==> src/srr_pkg.sv <==
// Purpose: Shared constants for the sensor status readback registers
// Assumes: 8-bit register port, 20 MHz system clock
// Notes:   Test and timing figures are named once here
package srr_pkg;

	// ---------------------------------------------------------------
	// Register offsets
	// ---------------------------------------------------------------
	localparam logic [7:0] ADDR_TEST_RESULT_LOW   = 8'h0c;
	localparam logic [7:0] ADDR_TEST_RESULT_HIGH  = 8'h0d;
	localparam logic [7:0] ADDR_EXPOSURE_LOW      = 8'h0e;
	localparam logic [7:0] ADDR_EXPOSURE_HIGH     = 8'h0f;
	localparam logic [7:0] ADDR_FRAME_PERIOD_LOW  = 8'h10;
	localparam logic [7:0] ADDR_FRAME_PERIOD_HIGH = 8'h11;
	localparam logic [7:0] ADDR_MOTION_ZERO       = 8'h12;
	localparam logic [7:0] ADDR_FIRMWARE_ENABLE   = 8'h14;

	// ---------------------------------------------------------------
	// Values and reset states
	// ---------------------------------------------------------------
	localparam logic [7:0]  FW_CRC_START       = 8'ha1;
	localparam logic [15:0] SELF_TEST_PASS     = 16'h1bbf;
	localparam logic [15:0] FW_CRC_PASS        = 16'hbeef;
	localparam logic [15:0] TEST_FAIL_VALUE    = 16'h0000;
	localparam logic [15:0] TEST_RESULT_RESET  = 16'h0000;
	localparam logic [15:0] EXPOSURE_RESET     = 16'h0085;
	localparam logic [15:0] FRAME_PERIOD_RESET = 16'h2ee0;
	localparam logic [7:0]  UNMAPPED_READ      = 8'h00;
	localparam int          EXPOSURE_STEP_SHIFT = 4;

	// ---------------------------------------------------------------
	// Timing
	// ---------------------------------------------------------------
	localparam int CLK_KHZ            = 20000;
	localparam int SELF_TEST_TIME_MS  = 200;
	localparam int FW_CRC_TIME_MS     = 7;
	localparam int SELF_TEST_CYCLES   = SELF_TEST_TIME_MS * CLK_KHZ;
	localparam int FW_CRC_CYCLES      = FW_CRC_TIME_MS * CLK_KHZ;

	// ---------------------------------------------------------------
	// Test sequencer states
	// ---------------------------------------------------------------
	typedef enum logic [1:0] {
		TEST_IDLE      = 2'b00,
		TEST_SELF      = 2'b01,
		TEST_CRC_WAIT  = 2'b10,
		TEST_CRC_FRAME = 2'b11
	} srr_test_state_type;

endpackage : srr_pkg

==> src/srr_exposure_ctl.sv <==
// Purpose: Per-frame automatic exposure adjustment
// Assumes: frameTick is a one-cycle pulse per frame
// Notes:   Step is one sixteenth; a step of zero leaves the value
`timescale 1ns/10ps
module srr_exposure_ctl
	import srr_pkg::*;
#(
	parameter int WIDTH = 16
) (
	// Clock and reset
	input  wire logic             clk_sys,
	input  wire logic             arst_n,
	// Frame events and brightness
	input  wire logic             frameTick,
	input  wire logic             tooBright,
	input  wire logic             tooDark,
	// Control
	input  wire logic             gainControlDisable,
	input  wire logic [WIDTH-1:0] exposureMaxBound,
	// Result
	output logic      [WIDTH-1:0] exposure_q
);

	logic [WIDTH-1:0] step;
	logic [WIDTH:0]   upSum;
	logic [WIDTH-1:0] exposure_d;

	assign step  = exposure_q >> EXPOSURE_STEP_SHIFT;
	assign upSum = {1'b0, exposure_q} + {1'b0, step};

	always_comb begin
		exposure_d = exposure_q;
		if (gainControlDisable) begin
			exposure_d = exposureMaxBound;
		end else if (frameTick) begin
			if (tooBright) begin
				exposure_d = exposure_q - step;
			end else if (tooDark) begin
				if (upSum > {1'b0, exposureMaxBound}) begin
					exposure_d = exposureMaxBound;
				end else begin
					exposure_d = upSum[WIDTH-1:0];
				end
			end
			if (exposure_d > exposureMaxBound) begin
				exposure_d = exposureMaxBound;
			end
		end
	end

	always_ff @(posedge clk_sys or negedge arst_n) begin
		if (!arst_n) begin
			exposure_q <= EXPOSURE_RESET[WIDTH-1:0];
		end else begin
			exposure_q <= exposure_d;
		end
	end

endmodule : srr_exposure_ctl

==> src/srr_status_regs.sv <==
// Purpose: Test result, exposure, frame period and motion-zero registers
// Assumes: Serial engine gives one-cycle read and write strobes
// Notes:   Bound and config registers live outside this block
//
// Function
// 16-bit test result at 0x0c/0x0d
// Result bytes readable in either order
// Self-test pass shows 0x1B, 0xBF
// Firmware CRC pass shows 0xBE, 0xEF
// Self-test starts on config bit
// Hardware reset precedes self-test; contents lost
// Firmware CRC starts on enable write
// 0xA1 starts CRC; wait 7ms plus frame
// Self-test 200ms, reloads defaults, port busy; here only frame period reloads, not exposure
// Exposure readable at 0x0e/0x0f, read-only
// Host reads exposure high then low
// Exposure evaluated and adjusted every frame
// Adjustment step is one sixteenth
// Exposure never exceeds maximum bound; here clamped only at frame ticks or under gain disable
// Host fixes exposure via gain disable
// Gain disable holds exposure at bound
// Frame period readable at 0x10/0x11
// Host reads frame period high first
// Host fixes rate via fixed-rate bit
// Fixed rate takes period from bound
// Frame rate is clock over period
// Any write to 0x12 zeroes motion
// Motion zero touches nothing else
// High-byte read latches matching low byte
`timescale 1ns/10ps
module srr_status_regs
	import srr_pkg::*;
#(
	parameter int SELF_TEST_LEN = SELF_TEST_CYCLES,
	parameter int FW_CRC_LEN    = FW_CRC_CYCLES
) (
	// Clock and reset
	input  wire logic        clk_sys,
	input  wire logic        arst_n,
	// Register port from the serial engine
	input  wire logic        regWrEn,
	input  wire logic        regRdEn,
	input  wire logic [7:0]  regAddr,
	input  wire logic [7:0]  regWrData,
	output logic      [7:0]  regRdData_q,
	output logic             regRdValid_q,
	// Configuration from the bound and config registers
	input  wire logic        selfTestReq,
	input  wire logic        gainControlDisable,
	input  wire logic        fixedRateSelect,
	input  wire logic [15:0] exposureMaxBound,
	input  wire logic [15:0] framePeriodMaxBound,
	input  wire logic [15:0] framePeriodMinBound,
	// Image statistics and test engines
	input  wire logic        tooBright,
	input  wire logic        tooDark,
	input  wire logic        selfTestPass,
	input  wire logic        fwCrcPass,
	// Effects
	output logic             motionZero_q,
	output logic             frameTick_q,
	output logic             testBusy_q,
	output logic             selfTestRun_q,
	output logic             fwCrcRun_q,
	output logic             defaultsLoad_q
);

	// ---------------------------------------------------------------
	// Declarations
	// ---------------------------------------------------------------
	srr_test_state_type testState_q;
	logic [31:0]        testCnt_q;
	logic [15:0]        testResult_q;
	logic [15:0]        exposure;
	logic [15:0]        framePeriod_q;
	logic [15:0]        framePeriod_d;
	logic [15:0]        frameCnt_q;
	logic [16:0]        autoSum;
	logic [7:0]         exposureLoLatch_q;
	logic [7:0]         framePeriodLoLatch_q;
	logic               crcStart;
	logic               motionHit;
	logic               selfTestDone;
	logic               crcWaitDone;
	logic               crcDone;

	assign crcStart  = regWrEn && (regAddr == ADDR_FIRMWARE_ENABLE)
		&& (regWrData == FW_CRC_START);
	assign motionHit = regWrEn && (regAddr == ADDR_MOTION_ZERO);

	// ---------------------------------------------------------------
	// Exposure control
	// ---------------------------------------------------------------
	srr_exposure_ctl #(
		.WIDTH              (16)
	) uExposure (
		.clk_sys            (clk_sys),
		.arst_n             (arst_n),
		.frameTick          (frameTick_q),
		.tooBright          (tooBright),
		.tooDark            (tooDark),
		.gainControlDisable (gainControlDisable),
		.exposureMaxBound   (exposureMaxBound),
		.exposure_q         (exposure)
	);

	// ---------------------------------------------------------------
	// Frame period choice
	// ---------------------------------------------------------------
	// Auto mode: shortest period that still fits the exposure
	assign autoSum = {1'b0, framePeriodMinBound} + {1'b0, exposure};

	always_comb begin
		if (fixedRateSelect) begin
			framePeriod_d = framePeriodMaxBound;
		end else if (autoSum > {1'b0, framePeriodMaxBound}) begin
			framePeriod_d = framePeriodMaxBound;
		end else begin
			framePeriod_d = autoSum[15:0];
		end
	end

	// New period only at a frame boundary or on the defaults reload pulse
	always_ff @(posedge clk_sys or negedge arst_n) begin
		if (!arst_n) begin
			framePeriod_q <= FRAME_PERIOD_RESET;
		end else if (defaultsLoad_q) begin
			framePeriod_q <= FRAME_PERIOD_RESET;
		end else if (frameTick_q) begin
			framePeriod_q <= framePeriod_d;
		end
	end

	// ---------------------------------------------------------------
	// Frame timer: one tick per period of clock cycles
	// ---------------------------------------------------------------
	// Counter and tick restart together, so a new period counts cleanly
	always_ff @(posedge clk_sys or negedge arst_n) begin
		if (!arst_n) begin
			frameCnt_q  <= 16'h0000;
			frameTick_q <= 1'b0;
		end else if (frameCnt_q + 16'h0001 >= framePeriod_q) begin
			frameCnt_q  <= 16'h0000;
			frameTick_q <= 1'b1;
		end else begin
			frameCnt_q  <= frameCnt_q + 16'h0001;
			frameTick_q <= 1'b0;
		end
	end

	// ---------------------------------------------------------------
	// Test sequencer
	// ---------------------------------------------------------------
	// End conditions decoded once and shared by the state, counter, result and reload blocks
	assign selfTestDone = (testState_q == TEST_SELF)
		&& (testCnt_q + 32'h1 >= 32'(SELF_TEST_LEN));
	assign crcWaitDone  = (testState_q == TEST_CRC_WAIT)
		&& (testCnt_q + 32'h1 >= 32'(FW_CRC_LEN));
	assign crcDone      = (testState_q == TEST_CRC_FRAME) && frameTick_q;

	// State only; counter, result and reload pulse have their own blocks
	always_ff @(posedge clk_sys or negedge arst_n) begin
		if (!arst_n) begin
			testState_q <= TEST_IDLE;
		end else begin
			case (testState_q)
				TEST_IDLE: begin
					if (selfTestReq) begin
						testState_q <= TEST_SELF;
					end else if (crcStart) begin
						testState_q <= TEST_CRC_WAIT;
					end
				end
				TEST_SELF: begin
					if (selfTestDone) begin
						testState_q <= TEST_IDLE;
					end
				end
				TEST_CRC_WAIT: begin
					if (crcWaitDone) begin
						testState_q <= TEST_CRC_FRAME;
					end
				end
				TEST_CRC_FRAME: begin
					if (crcDone) begin
						testState_q <= TEST_IDLE;
					end
				end
				default: begin
					testState_q <= TEST_IDLE;
				end
			endcase
		end
	end

	// Counts the timed phases only; cleared whenever the sequencer idles
	always_ff @(posedge clk_sys or negedge arst_n) begin
		if (!arst_n) begin
			testCnt_q <= 32'h0000_0000;
		end else if ((testState_q == TEST_SELF && !selfTestDone)
			|| (testState_q == TEST_CRC_WAIT && !crcWaitDone)) begin
			testCnt_q <= testCnt_q + 32'h1;
		end else if (testState_q == TEST_IDLE) begin
			testCnt_q <= 32'h0000_0000;
		end
	end

	// Result changes only as a test ends, so no half-done value shows
	always_ff @(posedge clk_sys or negedge arst_n) begin
		if (!arst_n) begin
			testResult_q <= TEST_RESULT_RESET;
		end else if (selfTestDone) begin
			testResult_q <= selfTestPass ? SELF_TEST_PASS
				: TEST_FAIL_VALUE;
		end else if (crcDone) begin
			testResult_q <= fwCrcPass ? FW_CRC_PASS
				: TEST_FAIL_VALUE;
		end
	end

	// One-cycle reload pulse as the self-test hands back the port
	always_ff @(posedge clk_sys or negedge arst_n) begin
		if (!arst_n) begin
			defaultsLoad_q <= 1'b0;
		end else begin
			defaultsLoad_q <= selfTestDone;
		end
	end

	// Port is off limits while either test runs
	always_ff @(posedge clk_sys or negedge arst_n) begin
		if (!arst_n) begin
			testBusy_q    <= 1'b0;
			selfTestRun_q <= 1'b0;
			fwCrcRun_q    <= 1'b0;
		end else begin
			selfTestRun_q <= (testState_q == TEST_SELF);
			fwCrcRun_q    <= (testState_q == TEST_CRC_WAIT)
				|| (testState_q == TEST_CRC_FRAME);
			testBusy_q    <= (testState_q != TEST_IDLE);
		end
	end

	// ---------------------------------------------------------------
	// Motion zero strobe
	// ---------------------------------------------------------------
	// Pulse only; no state of this block is touched by the write
	always_ff @(posedge clk_sys or negedge arst_n) begin
		if (!arst_n) begin
			motionZero_q <= 1'b0;
		end else begin
			motionZero_q <= motionHit;
		end
	end

	// ---------------------------------------------------------------
	// Low-byte shadows
	// ---------------------------------------------------------------
	// Low byte can move between two serial reads; freeze it on high read
	always_ff @(posedge clk_sys or negedge arst_n) begin
		if (!arst_n) begin
			exposureLoLatch_q    <= EXPOSURE_RESET[7:0];
			framePeriodLoLatch_q <= FRAME_PERIOD_RESET[7:0];
		end else if (regRdEn) begin
			if (regAddr == ADDR_EXPOSURE_HIGH) begin
				exposureLoLatch_q <= exposure[7:0];
			end else if (regAddr == ADDR_FRAME_PERIOD_HIGH) begin
				framePeriodLoLatch_q <= framePeriod_q[7:0];
			end
		end
	end

	// ---------------------------------------------------------------
	// Read path
	// ---------------------------------------------------------------
	// Unmapped reads give zero rather than a stale byte
	always_ff @(posedge clk_sys or negedge arst_n) begin
		if (!arst_n) begin
			regRdData_q  <= UNMAPPED_READ;
			regRdValid_q <= 1'b0;
		end else begin
			regRdValid_q <= regRdEn;
			if (regRdEn) begin
				if (regAddr == ADDR_TEST_RESULT_LOW) begin
					regRdData_q <= testResult_q[7:0];
				end else if (regAddr == ADDR_TEST_RESULT_HIGH) begin
					regRdData_q <= testResult_q[15:8];
				end else if (regAddr == ADDR_EXPOSURE_LOW) begin
					regRdData_q <= exposureLoLatch_q;
				end else if (regAddr == ADDR_EXPOSURE_HIGH) begin
					regRdData_q <= exposure[15:8];
				end else if (regAddr == ADDR_FRAME_PERIOD_LOW) begin
					regRdData_q <= framePeriodLoLatch_q;
				end else if (regAddr == ADDR_FRAME_PERIOD_HIGH) begin
					regRdData_q <= framePeriod_q[15:8];
				end else begin
					regRdData_q <= UNMAPPED_READ;
				end
			end
		end
	end

endmodule : srr_status_regs

==> config.mk <==
export PLATFORM = sky130hd
export DESIGN_NAME = srr_status_regs
export DESIGN_NICKNAME = d
export VERILOG_FILES = /design/src/srr_pkg.sv /design/src/srr_exposure_ctl.sv /design/src/srr_status_regs.sv
export SDC_FILE = /design/constraint.sdc
export NUM_CORES = 1
export LEC_CHECK = 0
export BUFFER_PORTS_ARGS = -buffer_cell sky130_fd_sc_hd__clkbuf_2
export CAP_MARGIN = 25
export CELL_PAD_IN_SITES_DETAIL_PLACEMENT = 0
export CELL_PAD_IN_SITES_GLOBAL_PLACEMENT = 2
export CORE_MARGIN = 1
export CORE_UTILIZATION = 40
export DETAILED_ROUTE_END_ITERATION = 10
export GPL_TIMING_DRIVEN = 1
export PLACE_DENSITY_LB_ADDON = 0.1
export SYNTH_ARGS = -nofsm -noshare
export SYNTH_HDL_FRONTEND = slang
export SYNTH_SLANG_ARGS = --single-unit
==> constraint.sdc <==
create_clock -name clk_sys -period 19.7 [get_ports clk_sys]
set_input_delay 3.94 -clock clk_sys [delete_from_list [all_inputs] [get_ports clk_sys]]
set_output_delay 3.94 -clock clk_sys [all_outputs]
set_load 0.01 [all_outputs]
==> impl_metrics.ini <==
[critical_path]
path_max_fanout = 16
slowest_stage = o21a_1
path_class = in2reg
r2r_setup_slack_ns = 11.68
crit_required_ns = 19.98
worstPathArrival_ns = 8.81
critPathCaptureType = flip-flop
rr_endpoint = uExposure.exposure_q[5]
crit_path_start_kind = input pin
r2r-start = uExposure.exposure_q[14]
reg2reg_depth = 24
crit_chain = clkbuf_2, inv_1, ha_1, a211o_1, o211ai_1, a21oi_1, o41ai_1, o21a_1, nand2_1, a311o_1, nand2_1, ha_1, nor2b_1, o21a_1, o21ai_0, a211o_1, o21ai_0, a211o_1, nand2_1, mux2i_1, o21ai_0
max_stage_delay_ns = 0.63

[clock_network]
cts_resized = 0
cts_tree = done
cts-root-buf = clkbuf_16
numCtsBuffers = 17
postCtsSetupBuffers = 0
clkTransAtPathRegs_ns = 0.06
clk_latency_ns = 0.43
ctsHtreeMaxLevel = 4
cts_hold_buf = 0
clockBufferDepth = 2
cts.sinks = 116

[final_layout]
multiInputGateArea_mm2 = 0.00696
nets = 1508
area_delta_synth_final_pct = 11.2
diodes = 0
post-route-cell-area_mm2 = 0.0117
regArea_mm2 = 0.00292
fillCellCount = 2669
drive_gt1_share_pct = 14.7

[hold_path]
hold_class = reg2reg
holdPathEnd = exposureLoLatch_q[0]
hold_depth = 2
min_from = exposureLoLatch_q[0]

[placement]
dp_hpwl_um = 23400
dpl_cell_area_mm2 = 0.0112
dp_slack_ns = 10.72
buffer_ports.inserted = 89
gp_congestion = 0.837

[synth]
ys_types = 82
synth_compound_area_share_pct = 19.6
ys_async_sr_fraction_pct = 100
synth_seq_cells = 116
syn_nets = 1459
postSynthAreaPerCell_um2 = 8.28
synth-xor-area-share_pct = 4.65
ys_top_cells_by_area = dfrtp_1, ha_1, dfstp_2, a21oi_1, xnor2_1
yosys.area_share.adder_pct = 13.3
yosys-mux-area-fraction_pct = 6.10
synth_top_family_by_area = simple AND/OR/NAND/NOR gates
synth.top_cell.area_share_pct = 23.7
synth-simple-area-share_pct = 22.3
synth_edf_count = 0
synth-seq-area-share_pct = 27.7
synth_top_area_cell = dfrtp_1
synth_cells = 1274
synth_flop_cell = dfrtp_1
netlist_area_mm2 = 0.0105
ys.warnings.count = 0

[pwr]
p_seq_share_pct = 20.2
p_leak_nw = 5.39
power.switching_w = 0.000727
pwr_density_cell_mw_per_mm2 = 130
total_power_w = 0.00152
p_comb_share_pct = 59.7
swShare_pct = 47.8
p_int_w = 0.000793
ir_drop_uv = 89.4
clockPowerShare_pct = 20.0

[die]
start_util_pct = 40.6
rows = 59
die_x_um = 164
ios = 90
die_h_um = 164
design.die.area_mm2 = 0.0270
coreArea_mm2 = 0.0260

[sta]
finalSetupViolCount = 0
max_slew.worst_pin.slew_ns = 1.13
fin_crit_sh_pct = 43.3
setup_ws_ns = 11.17
slew_violations = 0
rsz0062_at_grt = false
min_period_ns = 8.53
holdWs_ns = 0.486
finalClockSkew_ns = 0.00930
fin_tns_setup_ns = 0
hold_viol = 0
slew_headroom_pct = 24.5
timing.fmax_mhz = 117

[global_routing]
grt_max_degree = 42
track_usage_pct = 23.9
grt_antenna_before_repair = 1
grt_remaining_overflow = 0
grt_pass1_wl_um = 49800
grt_pass1_vias = 9015

[route]
wl_per_cell_um = 18.6
ant_nets = 0
drt_iter0_drc = 696
drc = 0
avgViaCountPerCell = 5.58
dr.pass1.iters = 5
vias = 9331
finalWirelength_um = 31100

[run_status]
status = finished, final reports clean

[job]
drv_cap = 0
-- how the worst max path moves through the flow --
stage / from / end / slack, ns / cells past startpoint
4_1_cts: exposureMaxBound[10] / uExposure.exposure_q[5] / 11.18 / 21
3_5_place_dp: exposureMaxBound[10] / uExposure.exposure_q[5] / 10.72 / 21
2_1_floorplan: exposureMaxBound[10] / uExposure.exposure_q[14] / 11.70 / 22
3_3_place_gp: framePeriodMinBound[0] / framePeriod_q[2] / 10.90 / 18
6_report: exposureMaxBound[10] / uExposure.exposure_q[5] / 11.17 / 21
5_1_grt: exposureMaxBound[3] / uExposure.exposure_q[5] / 10.77 / 21
-- synthesized netlist by cell type, types with 9 or more instances --
cell type and n:
o21ai_0 65, a21oi_1 82, nor2b_1 34, nand4_1 24, a32oi_1 11, o21bai_1 10, xor2_1 11, buf_2 11
a211oi_1 21, o21a_1 9, a21o_1 13, or2_2 11, nand2_1 98, nor3_1 33, or3_1 12, inv_1 88
ha_1 107, nand2b_1 9, o211ai_1 13, dfrtp_1 100, nor4_1 9, clkbuf_1 44, and2_1 16, mux2_2 24
nand3_1 58, mux2i_1 35, and3_1 16, nor2_1 104, a31oi_1 14, dfstp_2 16, xnor2_1 45
-- power groups by stage --
stage / combinational (W) / clock [W] / sequential, W
after floorplan: 0.000669 / 0 / 0.000284
after global placement: 0.000905 / 0 / 0.000312
after detailed placement: 0.000902 / 0 / 0.000313
after CTS: 0.000910 / 0.000312 / 0.000309
after global routing: 0.00102 / 0.000323 / 0.000311
final: 0.000908 / 0.000305 / 0.000307
-- cells by family after synthesis --
kind of cell,count (synthesis)
compound gates,316
mux,60
xor+xnor,56
buf+inv,157
fa+ha+maj,110
flops,116
simple gates,459
-- through the flow --
step	std cells	util (%)
after detailed placement	1639	42.9
after floorplan	1274	-
after global placement	1638	42.9
after CTS	1671	45.1
after global routing	1671	45.1
final	1671	45.1
-- metal layers --
| layer | GRT usage (%) | wire [um] | up-vias |
|---|---|---|---|
| met1 | 34.3 | 15500 | 4361 |
| met3 | 3.49 | 1250 | 30 |
| li1 | - | - | 4709 |
| met4 | 6.13 | 476 | 0 |
| met5 | 0 | 0 | - |
| met2 | 37.4 | 13900 | 231 |
-- area by class of cell --
type / count / area share (%)
multi-input cells: 1001 / 59.4
flip-flops and latches: 116 / 24.9
repair buffers: 98 / 4.43
clock buffers: 19 / 3.86
well taps: 335 / 3.57
inverters: 89 / 2.85
clock inverters: 13 / 0.992
-- placed cells by master (no fill, tap or decap), types with 17 or more instances in the layout --
cell	n
mux2_2	24
nor2b_1	34
dfrtp_1	100
nand2_1	98
o21ai_0	65
nand4_1	24
clkbuf_16	17
clkbuf_2	88
nor3_1	33
nor2_1	104
a21oi_1	82
inv_1	88
xnor2_1	45
mux2i_1	35
a211oi_1	21
nand3_1	58
ha_1	107
-- sequential cells by signal (all words and copies together), names as in the netlist --
register,cells
testCnt_q,32
regRdValid_q,1
framePeriod_q,16
uExposure.exposure_q,16
defaultsLoad_q,1
testResult_q,3
motionZero_q,1
framePeriodLoLatch_q,8
fwCrcRun_q,1
frameTick_q,1
exposureLoLatch_q,8
testState_q,2
regRdData_q,8
frameCnt_q,16
testBusy_q,1
selfTestRun_q,1
-- worst max-delay path: cells and delay by family --
kind                     cells  cell delay (ns)
AND/OR/NAND/NOR              4             0.94
adder cells (fa/ha/maj)      2             0.54
AO/OA/AOI/OAI               12             2.96
multiplexers                 1             0.27
buffers and inverters        2             0.17
Note: power is estimated with default switching activity, not from simulation.
